<file path="config.mk">
export PLATFORM = sky130hd
export DESIGN_NAME = irq_flag_enable_bank
export DESIGN_NICKNAME = d
export VERILOG_FILES = /design/src/irq_bank_pkg.sv /design/src/req_flag_cell.sv /design/src/irq_flag_enable_bank.sv
export VERILOG_INCLUDE_DIRS = /design/src /design/src/src
export SDC_FILE = /design/constraint.sdc
export NUM_CORES = 1
export LEC_CHECK = 0
export BUFFER_PORTS_ARGS = -buffer_cell sky130_fd_sc_hd__buf_2
export CORE_MARGIN = 4
export CORE_UTILIZATION = 52
export DETAILED_ROUTE_END_ITERATION = 8
export PLACE_DENSITY = 0.78
export SLEW_MARGIN = 20
export SYNTH_ARGS = -nofsm -noshare
export SYNTH_HDL_FRONTEND = slang
export SYNTH_SLANG_ARGS = --single-unit
</file>
<file path="constraint.sdc">
create_clock -name clk_i -period 5.37 [get_ports clk_i]
set_clock_uncertainty 0.05 [all_clocks]
set_input_delay 0.537 -clock clk_i [delete_from_list [all_inputs] [get_ports clk_i]]
set_output_delay 0.537 -clock clk_i [all_outputs]
set_load 0.02 [all_outputs]
</file>
<file path="src/irq_bank_defs.svh">
// Purpose: offsets, field positions, reset values and counts of the flag/enable bank
// Assumes: 32-bit classic Wishbone words, registers on aligned byte addresses
// Notes:   one slot = one request source; four slots share one byte register
`ifndef IRQ_BANK_DEFS_SVH
`define IRQ_BANK_DEFS_SVH

// register byte offsets
`define OFS_IRQ_CTRL_SECOND   8'h00
`define OFS_IRQ_CTRL_THIRD    8'h04
`define OFS_MULTIFUNC_GROUP_A 8'h08
`define OFS_MULTIFUNC_GROUP_B 8'h0C
`define OFS_MULTIFUNC_GROUP_C 8'h10
`define OFS_CORE_CTRL         8'h14
`define OFS_EVT_STATUS        8'h18
`define OFS_EVT_MASK          8'h1C
`define OFS_VEC_STATE         8'h20

// slot layout: four slots per byte register, flags high nibble, enables low
`define SLOT_COUNT            20
`define SLOTS_PER_REG         4
`define FLAG_BIT_TOP          7
`define EN_BIT_TOP            3
`define SLOT_IMPL_MASK        20'hC_FFCF

// slot numbers of the sources
`define SLOT_SERIAL0          0
`define SLOT_SERIAL_IFACE     1
`define SLOT_EXT_PIN1         2
`define SLOT_TICK1            3
`define SLOT_EXT_PIN2         6
`define SLOT_SERIAL1          7

// vector outputs
`define VEC_COUNT             6
`define GROUP_COUNT           3
`define GROUP_A_BASE          8
`define GROUP_B_BASE          12
`define GROUP_C_BASE          16

// core control field and reset values
`define CORE_GIE_BIT          0
`define RST_BYTE_REG          8'h00
`define RST_SLOTS             20'h0_0000
`define RST_WORD              32'h0000_0000

`endif

</file>
<file path="src/irq_bank_pkg.sv">
// Purpose: types shared by the flag/enable bank files
// Assumes: constants live in irq_bank_defs.svh
// Notes:   register select is a plain enumeration decoded from the address
package irq_bank_pkg;

    typedef logic [7:0] byte_reg_t;

    typedef enum logic [3:0] {
        SEL_CTRL_SECOND,
        SEL_CTRL_THIRD,
        SEL_GROUP_A,
        SEL_GROUP_B,
        SEL_GROUP_C,
        SEL_CORE,
        SEL_EVT_STATUS,
        SEL_EVT_MASK,
        SEL_VEC_STATE,
        SEL_NONE
    } reg_sel_t;

endpackage : irq_bank_pkg

</file>
<file path="src/req_flag_cell.sv">
// Purpose: one request flag with event set, software write and service clear
// Assumes: event, write and clear are single-cycle strobes on clk_i
// Notes:   a set always beats a clear in the same cycle
`timescale 1ns/1ps
module req_flag_cell (
    // clock and reset
    input  wire logic clk_i,
    input  wire logic rst_i,
    input  wire logic ce_i,
    // set, write and clear
    input  wire logic event_i,
    input  wire logic wr_i,
    input  wire logic wr_bit_i,
    input  wire logic hw_clr_i,
    // state
    output logic      flag_o
);

    logic flag_ff;

    // flag update, event has precedence over any clear
    always_ff @(posedge clk_i) begin
        if (rst_i) begin
            flag_ff <= 1'b0;
        end else if (ce_i) begin
            if (event_i) begin
                flag_ff <= 1'b1;
            end else if (wr_i) begin
                flag_ff <= wr_bit_i;
            end else if (hw_clr_i) begin
                flag_ff <= 1'b0;
            end
        end
    end

    assign flag_o = flag_ff;

endmodule : req_flag_cell

</file>
<file path="src/irq_flag_enable_bank.sv">
// Purpose: five byte registers of interrupt request flags and enables
// Assumes: peripheral events are one-cycle pulses on clk_i, no resync needed
// Notes:   Wishbone classic slave, ack one cycle after the request is seen
`timescale 1ns/1ps
`include "irq_bank_defs.svh"
module irq_flag_enable_bank
    import irq_bank_pkg::*;
#(
    parameter int ADDR_W = 8
) (
    // clock, reset and clock enable
    input  wire logic                     clk_i,
    input  wire logic                     rst_i,
    input  wire logic                     ce_i,
    // wishbone classic slave
    input  wire logic                     cyc_i,
    input  wire logic                     stb_i,
    input  wire logic                     we_i,
    input  wire logic [ADDR_W-1:0]        adr_i,
    input  wire logic [3:0]               sel_i,
    input  wire logic [31:0]              dat_i,
    output logic      [31:0]              dat_o,
    output logic                          ack_o,
    // peripheral events, one pulse per slot
    input  wire logic [`SLOT_COUNT-1:0]   src_event_i,
    // cpu sequencer service strobe
    input  wire logic                     svc_ack_i,
    input  wire logic [2:0]               svc_vec_i,
    // requests towards the sequencer
    output logic [`VEC_COUNT-1:0]         vec_req_o,
    output logic [`GROUP_COUNT-1:0]       mf_req_o,
    output logic                          global_irq_enable_o,
    output logic                          wake_o,
    output logic                          irq_o
);

    // slot count and implemented-slot mask
    localparam int                      NSLOT = `SLOT_COUNT;
    localparam logic [`SLOT_COUNT-1:0]  IMPL  = `SLOT_IMPL_MASK;

    // elaboration check on address width
    if (ADDR_W < 6) begin : g_bad_addr
        $error("ADDR_W too small for the register map");
    end

    // slot map must tile the five byte registers exactly
    if (NSLOT != 5 * `SLOTS_PER_REG) begin : g_bad_slots
        $error("slot count does not match the register map");
    end

    // vector state image packs six direct requests and three groups
    if (`VEC_COUNT != 6 || `GROUP_COUNT != 3) begin : g_bad_vec
        $error("vector counts do not match the state register");
    end

    // address decode, used for read and write paths
    function automatic reg_sel_t decode(input logic [ADDR_W-1:0] a);
        logic [7:0] ofs;
        ofs = 8'(a);
        if (ADDR_W > 8 && (a >> 8) != '0) begin
            return SEL_NONE;
        end
        case (ofs)
            `OFS_IRQ_CTRL_SECOND:   return SEL_CTRL_SECOND;
            `OFS_IRQ_CTRL_THIRD:    return SEL_CTRL_THIRD;
            `OFS_MULTIFUNC_GROUP_A: return SEL_GROUP_A;
            `OFS_MULTIFUNC_GROUP_B: return SEL_GROUP_B;
            `OFS_MULTIFUNC_GROUP_C: return SEL_GROUP_C;
            `OFS_CORE_CTRL:         return SEL_CORE;
            `OFS_EVT_STATUS:        return SEL_EVT_STATUS;
            `OFS_EVT_MASK:          return SEL_EVT_MASK;
            `OFS_VEC_STATE:         return SEL_VEC_STATE;
            default:                return SEL_NONE;
        endcase
    endfunction : decode

    // byte-lane mask from the select lines
    function automatic logic [31:0] lane_mask(input logic [3:0] s);
        return {{8{s[3]}}, {8{s[2]}}, {8{s[1]}}, {8{s[0]}}};
    endfunction : lane_mask

    // direct vector number to its slot
    function automatic int vec_slot(input int v);
        case (v)
            0:       return `SLOT_SERIAL0;
            1:       return `SLOT_SERIAL_IFACE;
            2:       return `SLOT_EXT_PIN1;
            3:       return `SLOT_TICK1;
            4:       return `SLOT_EXT_PIN2;
            default: return `SLOT_SERIAL1;
        endcase
    endfunction : vec_slot

    // bus side state
    logic                 ack_ff;
    logic [31:0]          dat_ff;

    // slot storage
    logic [NSLOT-1:0]     flag;
    logic [NSLOT-1:0]     enable_ff;
    logic [NSLOT-1:0]     evt_stat_ff;
    logic [NSLOT-1:0]     evt_mask_ff;
    logic                 gie_ff;

    // registered outputs
    logic [`VEC_COUNT-1:0]   vec_req_ff;
    logic [`GROUP_COUNT-1:0] mf_req_ff;
    logic                 wake_ff;
    logic                 irq_ff;

    // per-slot steering
    logic [NSLOT-1:0]     slot_wr;
    logic [NSLOT-1:0]     slot_flag_wd;
    logic [NSLOT-1:0]     slot_en_wd;
    logic [NSLOT-1:0]     slot_svc_clr;
    logic [NSLOT-1:0]     slot_event;

    // next values
    logic [NSLOT-1:0]     nxt_enable;
    logic [NSLOT-1:0]     nxt_evt_stat;
    logic [NSLOT-1:0]     nxt_evt_mask;
    logic [`VEC_COUNT-1:0]   nxt_vec_req;
    logic [`GROUP_COUNT-1:0] nxt_mf_req;
    logic [31:0]          nxt_dat;

    // bus decode
    logic [31:0]          wmask;
    reg_sel_t             sel;
    logic                 req_seen;
    logic                 wr_fire;
    logic                 byte_reg_wr;

    // bus request qualification
    assign sel         = decode(adr_i);
    assign req_seen    = cyc_i & stb_i & ~ack_ff;
    assign wr_fire     = cyc_i & stb_i & we_i & ack_ff & ce_i;
    assign wmask       = lane_mask(sel_i);
    assign byte_reg_wr = wr_fire & sel_i[0] & (sel <= SEL_GROUP_C);
    assign slot_event  = src_event_i & IMPL;

    // per-slot write steering and flag storage
    genvar g;
    for (g = 0; g < NSLOT; g++) begin : g_slot
        localparam int REG = g / `SLOTS_PER_REG;
        localparam int POS = g % `SLOTS_PER_REG;

        // write strobe and data bits of this slot
        assign slot_wr[g]      = byte_reg_wr & (sel == reg_sel_t'(REG));
        assign slot_flag_wd[g] = dat_i[`FLAG_BIT_TOP - POS];
        assign slot_en_wd[g]   = dat_i[`EN_BIT_TOP - POS];

        if (IMPL[g]) begin : g_cell
            req_flag_cell u_flag (
                .clk_i    (clk_i),
                .rst_i    (rst_i),
                .ce_i     (ce_i),
                .event_i  (slot_event[g]),
                .wr_i     (slot_wr[g]),
                .wr_bit_i (slot_flag_wd[g]),
                .hw_clr_i (slot_svc_clr[g]),
                .flag_o   (flag[g])
            );
        end else begin : g_none
            assign flag[g] = 1'b0;
        end
    end

    // service strobe clears the flag of the vector being entered
    always_comb begin
        slot_svc_clr = '0;
        for (int v = 0; v < `VEC_COUNT; v++) begin
            if (svc_ack_i && int'(svc_vec_i) == v) begin
                slot_svc_clr[vec_slot(v)] = 1'b1;
            end
        end
    end

    // enable bits, only implemented positions can hold a one
    always_comb begin
        nxt_enable = enable_ff;
        for (int i = 0; i < NSLOT; i++) begin
            if (slot_wr[i]) begin
                nxt_enable[i] = slot_en_wd[i] & IMPL[i];
            end
        end
    end

    // enable storage, frozen while ce_i is low
    always_ff @(posedge clk_i) begin
        if (rst_i) begin
            enable_ff <= `RST_SLOTS;
        end else if (ce_i) begin
            enable_ff <= nxt_enable;
        end
    end

    // global enable, service entry clears it
    always_ff @(posedge clk_i) begin
        if (rst_i) begin
            gie_ff <= 1'b0;
        end else if (ce_i) begin
            if (svc_ack_i) begin
                gie_ff <= 1'b0;
            end else if (wr_fire && sel == SEL_CORE && sel_i[0]) begin
                gie_ff <= dat_i[`CORE_GIE_BIT];
            end
        end
    end

    // sticky event status, write one to clear, set wins
    always_comb begin
        nxt_evt_stat = evt_stat_ff;
        if (wr_fire && sel == SEL_EVT_STATUS) begin
            nxt_evt_stat = evt_stat_ff & ~(dat_i[NSLOT-1:0] & wmask[NSLOT-1:0]);
        end
        nxt_evt_stat = nxt_evt_stat | slot_event;
    end

    // event mask with byte lanes
    always_comb begin
        nxt_evt_mask = evt_mask_ff;
        if (wr_fire && sel == SEL_EVT_MASK) begin
            nxt_evt_mask = ((evt_mask_ff & ~wmask[NSLOT-1:0])
                         | (dat_i[NSLOT-1:0] & wmask[NSLOT-1:0])) & IMPL;
        end
    end

    // status and mask storage
    always_ff @(posedge clk_i) begin
        if (rst_i) begin
            evt_stat_ff <= `RST_SLOTS;
            evt_mask_ff <= `RST_SLOTS;
        end else if (ce_i) begin
            evt_stat_ff <= nxt_evt_stat;
            evt_mask_ff <= nxt_evt_mask;
        end
    end

    // direct vector requests and group requests
    always_comb begin
        nxt_vec_req = '0;
        nxt_mf_req  = '0;
        for (int v = 0; v < `VEC_COUNT; v++) begin
            nxt_vec_req[v] = flag[vec_slot(v)] & enable_ff[vec_slot(v)] & gie_ff;
        end
        for (int k = 0; k < `SLOTS_PER_REG; k++) begin
            nxt_mf_req[0] = nxt_mf_req[0]
                          | (flag[`GROUP_A_BASE + k] & enable_ff[`GROUP_A_BASE + k]);
            nxt_mf_req[1] = nxt_mf_req[1]
                          | (flag[`GROUP_B_BASE + k] & enable_ff[`GROUP_B_BASE + k]);
            nxt_mf_req[2] = nxt_mf_req[2]
                          | (flag[`GROUP_C_BASE + k] & enable_ff[`GROUP_C_BASE + k]);
        end
    end

    // registered request, wake and interrupt outputs
    always_ff @(posedge clk_i) begin
        if (rst_i) begin
            vec_req_ff <= '0;
            mf_req_ff  <= '0;
            wake_ff    <= 1'b0;
            irq_ff     <= 1'b0;
        end else if (ce_i) begin
            vec_req_ff <= nxt_vec_req;
            mf_req_ff  <= nxt_mf_req;
            wake_ff    <= |flag;
            irq_ff     <= |(evt_stat_ff & evt_mask_ff);
        end
    end

    // one byte register image from the slot vectors
    function automatic byte_reg_t pack_reg(input int r,
                                           input logic [NSLOT-1:0] f,
                                           input logic [NSLOT-1:0] e);
        byte_reg_t b;
        b = `RST_BYTE_REG;
        for (int k = 0; k < `SLOTS_PER_REG; k++) begin
            b[`FLAG_BIT_TOP - k] = f[r * `SLOTS_PER_REG + k];
            b[`EN_BIT_TOP - k]   = e[r * `SLOTS_PER_REG + k];
        end
        return b;
    endfunction : pack_reg

    // read data mux, unmapped reads return zero
    always_comb begin
        nxt_dat = `RST_WORD;
        case (sel)
            SEL_CTRL_SECOND: nxt_dat[7:0] = pack_reg(0, flag, enable_ff);
            SEL_CTRL_THIRD:  nxt_dat[7:0] = pack_reg(1, flag, enable_ff);
            SEL_GROUP_A:     nxt_dat[7:0] = pack_reg(2, flag, enable_ff);
            SEL_GROUP_B:     nxt_dat[7:0] = pack_reg(3, flag, enable_ff);
            SEL_GROUP_C:     nxt_dat[7:0] = pack_reg(4, flag, enable_ff);
            SEL_CORE:        nxt_dat[`CORE_GIE_BIT] = gie_ff;
            SEL_EVT_STATUS:  nxt_dat[NSLOT-1:0] = evt_stat_ff;
            SEL_EVT_MASK:    nxt_dat[NSLOT-1:0] = evt_mask_ff;
            SEL_VEC_STATE:   nxt_dat[15:0] = {5'(0), mf_req_ff, 2'(0), vec_req_ff};
            default:         nxt_dat = `RST_WORD;
        endcase
    end

    // ack one cycle after the request, dropped the cycle after
    always_ff @(posedge clk_i) begin
        if (rst_i) begin
            ack_ff <= 1'b0;
            dat_ff <= `RST_WORD;
        end else if (ce_i) begin
            ack_ff <= req_seen;
            if (req_seen) begin
                dat_ff <= we_i ? `RST_WORD : nxt_dat;
            end
        end
    end

    // ports straight from the flops
    assign dat_o               = dat_ff;
    assign ack_o               = ack_ff;
    assign vec_req_o           = vec_req_ff;
    assign mf_req_o            = mf_req_ff;
    assign global_irq_enable_o = gie_ff;
    assign wake_o              = wake_ff;
    assign irq_o               = irq_ff;

endmodule : irq_flag_enable_bank

</file>
Yosys cells after proc, flatten, opt, wreduce, memory -nomap -nowiden
Cells that the tools add are included.
- flip-flop bits (word level): 113
- bits in latches: 0
- memory bits (writable): 0
- bits in read-only memories: 0
- input port bits: 74
- logic and storage cells: 262
- memories kept: 0
- $add $sub $neg: 0
- multipliers: 0
- divide/modulo/power cells: 0
- magnitude comparators: 13
- eq/ne operators: 21
- shifts and indexed selects: 0
- muxes and demuxes: 81
- bitwise operators: 55
- reductions and logical operators: 62
- operator list (cell ; count):
    32-bit by 1-bit >= comparator with 1-bit output (second input constant) ; 6
    32-bit by 7-bit less-than comparator with 1-bit output (second input constant) ; 6
    32-bit 2-to-1 mux ; 6
    20-bit 2-to-1 mux ; 8
    20-bit bitwise OR ; 7
    20-bit AND ; 4
    1-bit 2-to-1 mux ; 56
    7-bit case mux with 8 select lines ; 1
    2-bit AND reduction ; 24
    3-bit nonzero test ; 16
    20-bit NOT ; 2
    4-bit case mux with 9 select lines ; 1
    1-bit AND ; 34
    8-bit by 5-bit == test with 1-bit output (second input constant) ; 4
    1-bit demux with 5-bit select ; 6
    8-bit case mux with 3 select lines ; 1
    20-bit OR reduction ; 1
    4-bit by 3-bit == test with 1-bit output (second input constant) ; 4
    8-bit by 4-bit == test with 1-bit output (second input constant) ; 2
    1-bit logical AND ; 16
    16-bit OR reduction ; 1
    3-bit == test (second input constant) ; 4
    1-bit case mux with 9 select lines ; 1
    4-bit by 2-bit == test with 1-bit output (second input constant) ; 2
    other kinds (13) ; 19

Depth between registers and ports, before layout
Gate-level depths: netlist (run 1).
- depth after elaboration: 21
- mapped depth: 8
- depth with buffers taken out: 5

By module
Synthesis (run 1) repeated with hierarchy kept, for this count alone.
- cells, all modules: 593
- area total of the unflattened synthesis: 5134.9 um2
- modules (own cells, without submodules) (module ; instances ; cells an instance ; area an instance (um2) ; sequential area each (um2)):
    irq_flag_enable_bank ; 1 ; 497 ; 4314.1 ; 1701.6
    req_flag_cell ; 16 ; 6 ; 51.3 ; 20.0

Worst setup path before layout (run 1)
No wires, ideal clock.
- path type: input to register
- start point: input adr_i[7]
- end point: register g_slot[10].g_cell.u_flag.flag_ff
- arrival: 2.137 ns
- data required time: 5.188 ns
- setup slack: 3.050 ns
- stages on the path: 8
- path buffers: 3
- cells stage by stage: or4_4 > buf_6 > or2_1 > buf_2 > or3_1 > buf_2 > nand2_1 > a31oi_1
- longest elaborated chain between the ends: 7
- elaborated cells between the ends (all ways): 18
- ends and longest elaborated chain (what ; line ; source):
    start, declared ; irq_flag_enable_bank.sv:19 ; input wire logic [ADDR_W-1:0] adr_i,
    8-bit by 6-bit == test with 1-bit output (tied with other cells) ; irq_flag_enable_bank.sv:63 ; case (ofs)
    4-bit case mux with 9 select lines * ; irq_flag_enable_bank.sv:63 ;
    4-bit by 3-bit less-or-equal comparator with 1-bit output ; irq_flag_enable_bank.sv:138 ; assign byte_reg_wr = wr_fire & sel_i[0] & (sel <= SEL_GROUP_C);
    1-bit AND ; irq_flag_enable_bank.sv:138 ;
    1-bit AND * ; irq_flag_enable_bank.sv:148 ; assign slot_wr[g] = byte_reg_wr & (sel == reg_sel_t'(REG));
    3-bit nonzero test (no source line) or 1-bit 2-to-1 mux (tied branches) ; - ;
    2-bit AND reduction (no source line) or 1-bit 2-to-1 mux (tied branches) ; - ;
    end signal, assigned ; req_flag_cell.sv:29 ; flag_ff <= wr_bit_i;
    end, declared ; req_flag_cell.sv:19 ; logic flag_ff;
Every way passes the cells marked *; elsewhere a longest branch is shown, timed or not.
A chain may end at the register's enable or synchronous reset.

Worst setup path after layout (run 1)
- start point: input ce_i
- end point: register g_slot[6].g_cell.u_flag.flag_ff
- longest elaborated chain between the ends: 6
- elaborated cells between the ends (all ways): 8
- ends and longest elaborated chain (what ; line ; source):
    start, declared ; irq_flag_enable_bank.sv:14 ; input wire logic ce_i,
    1-bit AND ; irq_flag_enable_bank.sv:136 ; assign wr_fire = cyc_i & stb_i & we_i & ack_ff & ce_i;
    1-bit AND (2 in series) ; irq_flag_enable_bank.sv:138 ;
    1-bit AND ; irq_flag_enable_bank.sv:148 ;
    3-bit nonzero test (no source line) or 1-bit 2-to-1 mux (tied branches) ; - ;
    2-bit AND reduction (no source line) or 1-bit 2-to-1 mux (tied branches) ; - ;
    end signal, assigned ; req_flag_cell.sv:29 ;
    end, declared ; req_flag_cell.sv:19 ;
Parallel ways exist; a longest one is shown, timed or not.

==> results.cfg, run 1 <==
[status]
outcome = finished, final reports clean

[clock_network]
post_cts_buffers = 0
hold_buffers = 0
clkTransAtPathRegs_ns = 0.11
ctsHtreeMaxLevel = 3
clock_insertion_delay_worst_skew_ns = 0.37
cts_repair_resize_count = 0
cts_buffers = 9
buffer_levels_on_the_longest_clock_path = 2
cts_tree = yes
ctsRootBufferMaster = clkbuf_8
cts.sinks = 101

[grt]
global_route_wire_length_before_repair_um = 24000
grtUsageTotal = 0.268
largest_net_degree_at_the_start_of_global_routing = 91
first_global_vias = 4679
grt.overflow.total = 0
grt_antenna_before_repair = 0

[place]
dpl.cell_count = 741
place_congestion = 0.936
post_dp_cell_area_sq_mm = 0.00522
placement.io_buffers = 89
place.detailed.hpwl_um = 10700
place_ws_ns = 2.19

[hold_path]
class_of_the_worst_hold_path = in2reg
hold_path_end = evt_stat_ff[16]
timing.hold.worst.start = dat_i[16]
timing.hold.worst_path_depth = 2

[layout]
flow.area_growth_from_synthesis_pct = 11.8
finish.utilization = 0.609
layout-drive-gt1-share = 0.188
most-common-layout-cells = 101 x dfxtp_1, 89 x nand2_1, 89 x buf_2
most_common_cell_after_layout_fill_and_taps_aside = dfxtp_1
final_design_area_no_fill_sq_mm = 0.00541
diodes = 0
area.sequential_sq_mm = 0.00202
multi_input_logic_area_sq_mm = 0.00257
final_net_count = 718
fillerInstances = 779
final-instance-count-excl-fill = 757

[timing]
timing_hold_violations_final = 0
slew_viol_final = 0
max_clock_freq_mhz = 342
worst_slew_margin_rel = 0.206
fin_setup_tns_ns = 0
report.final.setup_viol = 0
grt_setup_unrepaired = no
period_share = 0.544
worst_pin_slew_ns = 1.19
final.min_clock_period_ns = 2.92
fin_worst_setup_slack_ns = 2.45

[critical_path]
critPathArrivalTime_ns = 3.15
reg2reg_setup_slack_ns = 2.91
critPathTopFamily = simple AND/OR/NAND/NOR gates
r2r-start = ack_o
cp_num_cells = 7
destination_of_the_worst_register_to_register_timing_path = g_slot[6].g_cell.u_flag.flag_o
cp.required_ns = 5.59
critical_path_buf_inv_count = 2
timing.reg2reg.worst_path_depth = 5
cp-end-kind = flop
crit_fanout = 59
max_stage_delay_ns = 0.53
critPathSlowestCell = and2_1
crit_path_cell_trace = buf_2, buf_4, and3_1, and2_1, and3_1, mux2_2, a211oi_1
critical_path.most_common_cell = and3_1
timing_worst_setup_path_type = in2reg
worstSetupStartpointType = input pin

[route]
vias_after_detailed_routing = 4887
post_drt_wl_per_cell_um = 19.8
post-route-drc-count = 0
firstDrtPassIters = 6
routed_via_density = 6.46
detail_route.wirelength_um = 15000
drt_iter0_drc = 504
detail-route-antenna-nets = 0

[floorplan]
dieWidth_um = 104
floorplan.die.height_um = 104
die-area_sq_mm = 0.0109
floorplan.initialDensity = 0.544
fp-row-count = 34
design.core.area_sq_mm = 0.00889
ioPinCount = 119

[power_and_ir_drop]
p_per_area_mw_per_mm2 = 258
leakage_nw = 1.96
vdd_ir_drop_max_v = 0.000150

[synth]
synth.cell_area_sq_mm = 0.00484
synth_largest_area_cell = dfxtp_1
ys_top_cells_by_area = dfxtp_1 42%, mux2i_1 7.0%, nand2_1 6.9%
synth.distinct_cells = 55
synth-main-ff-cell = dfxtp_1
syn-mean-instance-area_sq_um = 8.29
synth-edff-count = 0
synth_largest_type_area_fraction = 0.418
synthesis.yosys.warnings = 0
synth-seq-area-share = 0.418
syn-instance-count = 584
async_reset_ff_frac = 0
yosys_register_bits = 101

[run]
max-cap-violations = 0
==> stage by stage <==
step | power, mW | hold WS [ns]
global placement | 0.942 | 0.365
finish | 1.40 | 0.278
global route | 1.44 | 0.275
detailed placement | 0.945 | 0.370
CTS | 1.39 | 0.275
floorplan | 0.890 | 0.358
==> worst max-delay path by stage <==
stage / start / end / slack [ns]
after floorplan: adr_i[7] / g_slot[10].g_cell.u_flag.flag_o / 3.05
after global placement: ce_i / g_slot[6].g_cell.u_flag.flag_o / 2.20
after detailed placement: ce_i / g_slot[6].g_cell.u_flag.flag_o / 2.19
after CTS: ce_i / g_slot[6].g_cell.u_flag.flag_o / 2.56
after global routing: ce_i / g_slot[6].g_cell.u_flag.flag_o / 2.29
final: ce_i / g_slot[6].g_cell.u_flag.flag_o / 2.45
==> synthesized netlist by cell type, drive strengths merged (2+ instances only) <==
cell,number
nor4,11
nor2b,4
a22o,4
a22oi,26
nand4,14
nor2,46
o21ai,21
and2,2
nor4b,3
mux2,2
dfxtp,101
o32ai,2
buf,30
and4,2
a32o,3
nand2,89
nand3b,5
a211oi,6
a222oi,2
or2,3
a311oi,16
or3b,2
and3,5
or3,2
inv,7
a21oi,52
a31oi,15
nor3,8
clkbuf,24
nand3,20
nand4b,2
mux2i,34
a32oi,3
nor4bb,2
nand2b,4
o211ai,2
==> final cells by class <==
| type | instances | share of cell area |
|---|---|---|
| multi-input cells | 433 | 0.476 |
| flip-flops and latches | 101 | 0.374 |
| repair buffers | 92 | 0.0865 |
| well taps | 108 | 0.0250 |
| clock buffers | 10 | 0.0236 |
| clock inverters | 6 | 0.0104 |
| inverters | 7 | 0.00486 |
==> report_power, final <==
group	internal (mW)	switching, mW
sequential	0.768	0.0248
combinational	0.0478	0.0928
clock	0.178	0.287
==> cell families after synthesis <==
family	share of synthesized area
and+or+nand+nor	0.234
muxes	0.0750
buffers and inverters	0.0607
DFF	0.418
other	0.000775
AOI/OAI and AO/OA	0.212
==> metal layers <==
| metal | track usage | vias up | part of all wire |
|---|---|---|---|
| met3 | 0.0453 | 54 | 0.098 |
| met4 | 0.105 | 0 | 0.033 |
| li1 | - | 2258 | - |
| met2 | 0.424 | 300 | 0.46 |
| met5 | 0 | - | 0 |
| met1 | 0.366 | 2275 | 0.41 |
No activity file was read; power rests on OpenSTA's default activity.
==> run 2, diff against run 1 <==
Settings changed: ABC_AREA set to 1, PLACE_DENSITY 0.78 to 0.77.
Clock period 5.37 ns to 2.9 ns, I/O delays scaled along.
==> run 2 against run 1 <==
Effect of this change:
- sequential power is 83% higher
- area after synthesis rose by 6.3%
- sequential share of layout area down 2.4 points
- wire length rose by 5.5%
- die area is 5.8% higher
- worst hold slack worse by 0.23 ns
- core utilization shrank 1.1 points
- via count rose by 6.9%
- critical endpoint is now enable_ff[14]
==> results.cfg, run 2 <==
[timing]
report.final.setup_viol = 0
final.min_clock_period_ns = 1.87
fin_setup_tns_ns = 0
worst_slew_margin_rel = 0.542
slew_viol_final = 0
grt_setup_unrepaired = no
max_clock_freq_mhz = 535
hold_slack_ns = 0.0507
timing_hold_violations_final = 0
worst_pin_slew_ns = 0.686
period_share = 0.644

[route]
detail-route-antenna-nets = 0
drt_iter0_drc = 436
post-route-drc-count = 0
detail_route.wirelength_um = 15800
vias_after_detailed_routing = 5225
post_drt_wl_per_cell_um = 16.2
routed_via_density = 5.35
firstDrtPassIters = 5

[place]
place.detailed.hpwl_um = 12000
post_dp_cell_area_sq_mm = 0.00561
place_congestion = 0.963
placement.io_buffers = 89

[grt]
grt.overflow.total = 0
global_route_wire_length_before_repair_um = 25000
largest_net_degree_at_the_start_of_global_routing = 63
first_global_vias = 4780
grtUsageTotal = 0.278
grt_antenna_before_repair = 0

[critical_path]
reg2reg_setup_slack_ns = 1.03
timing_worst_setup_path_type = reg2reg
worstSetupStartpointType = flop
cp-end-kind = flop
crit_fanout = 13
critPathArrivalTime_ns = 2.07
cp.required_ns = 3.10

[power_and_ir_drop]
vdd_ir_drop_max_v = 0.000267
leakage_nw = 2.69
p_per_area_mw_per_mm2 = 446

[synth]
synth-seq-area-share = 0.393
synth.cell_area_sq_mm = 0.00515
synthTopCellsByCount = 203 x nand2_1, 101 x dfxtp_1, 100 x inv_1, 71 x nor2_1, 64 x a21oi_1
synth_largest_area_cell = dfxtp_1
ys_top_cells_by_area = dfxtp_1 39%, nand2_1 15%, inv_1 7.3%
async_reset_ff_frac = 0
synthesis.yosys.warnings = 0
yosysMostFrequentCell = nand2_1
yosys_register_bits = 101
synth-main-ff-cell = dfxtp_1
syn-mean-instance-area_sq_um = 6.76
syn-instance-count = 762
synth-edff-count = 0
synth_largest_type_area_fraction = 0.393
synth.distinct_cells = 36

[run]
max-cap-violations = 0

[layout]
layout-drive-gt1-share = 0.177
most_common_cell_after_layout_fill_and_taps_aside = nand2_1
most-common-layout-cells = 203 x nand2_1, 101 x dfxtp_1, 100 x inv_1
flow.area_growth_from_synthesis_pct = 12.5
fillerInstances = 958
final_net_count = 913
final_design_area_no_fill_sq_mm = 0.00579
diodes = 0

[hold_path]
class_of_the_worst_hold_path = in2reg

[floorplan]
floorplan.initialDensity = 0.532
design.core.area_sq_mm = 0.00968
floorplan.die.height_um = 107
dieWidth_um = 107
fp-row-count = 36
die-area_sq_mm = 0.0116
ioPinCount = 119

[clock_network]
ctsHtreeMaxLevel = 3
post_cts_buffers = 0
cts_tree = yes
clock_insertion_delay_worst_skew_ns = 0.38
clkTransAtPathRegs_ns = 0.10
hold_buffers = 0
cts_repair_resize_count = 0
cts.sinks = 101
cts_buffers = 9
ctsRootBufferMaster = clkbuf_8
buffer_levels_on_the_longest_clock_path = 2

[status]
outcome = finished, final reports clean
[run 2: final timing paths]
path	from	end	depth (start not counted)
worst min-delay path	dat_i[16]	evt_stat_ff[16]	2
worst max register to register	ack_o	enable_ff[14]	9
worst max-delay path	ack_o	enable_ff[14]	9
worst min register to register	evt_stat_ff[17]	evt_stat_ff[17]	2
[run 2: metrics by stage]
stage                     total power, mW  cells  utilization  setup WS, ns
after floorplan                      1.65    773            -          1.31
after global placement               1.74    961        0.579         0.880
after detailed placement             1.75    961        0.579         0.853
after CTS                            2.58    977        0.598          1.02
after global routing                 2.69    977        0.598         0.860
final                                2.58    977        0.598          1.03
[run 2: logic make-up after synthesis]
| logic type | Yosys count | synth area share |
|---|---|---|
| simple gates | 348 | 0.294 |
| compound gates | 166 | 0.191 |
| buf+inv | 146 | 0.122 |
| flops | 101 | 0.393 |
| other cells | 1 | 0.000729 |
[run 2: routing by layer]
metal  track usage  vias up  part of all wire  wire, um
li1              -     2586                 -         -
met1         0.391     2394              0.45      7130
met2         0.421      217              0.44      6890
met3        0.0492       28             0.089      1420
met4         0.111        0             0.025       395
met5             0        -                 0         0
[run 2: area by class of cell]
type / count / area, sq um / share of cell area
clock buffer: 10 / 138 / 0.0238
clock inverter: 6 / 46.3 / 0.00800
inverter: 109 / 409 / 0.0707
multi-input combinational: 526 / 2540 / 0.439
sequential: 101 / 2020 / 0.349
tap: 133 / 166 / 0.0287
timing repair buffer: 92 / 468 / 0.0808
[run 2: report_power, final]
| group | switching [mW] | internal, mW |
|---|---|---|
| clock | 0.519 | 0.340 |
| combinational | 0.189 | 0.0825 |
| sequential | 0.0314 | 1.42 |
| total | 0.739 | 1.84 |
[run 2: worst max-delay path: stages, from the launching register on]
cell     delay (ns)
dfxtp_1        0.40
nand2_1        0.07
inv_1          0.11
nand3_4        0.19
nor2_4         0.19
nand3_2        0.31
inv_1          0.22
nand2_1        0.06
o21ai_0        0.09
nor2_1         0.06
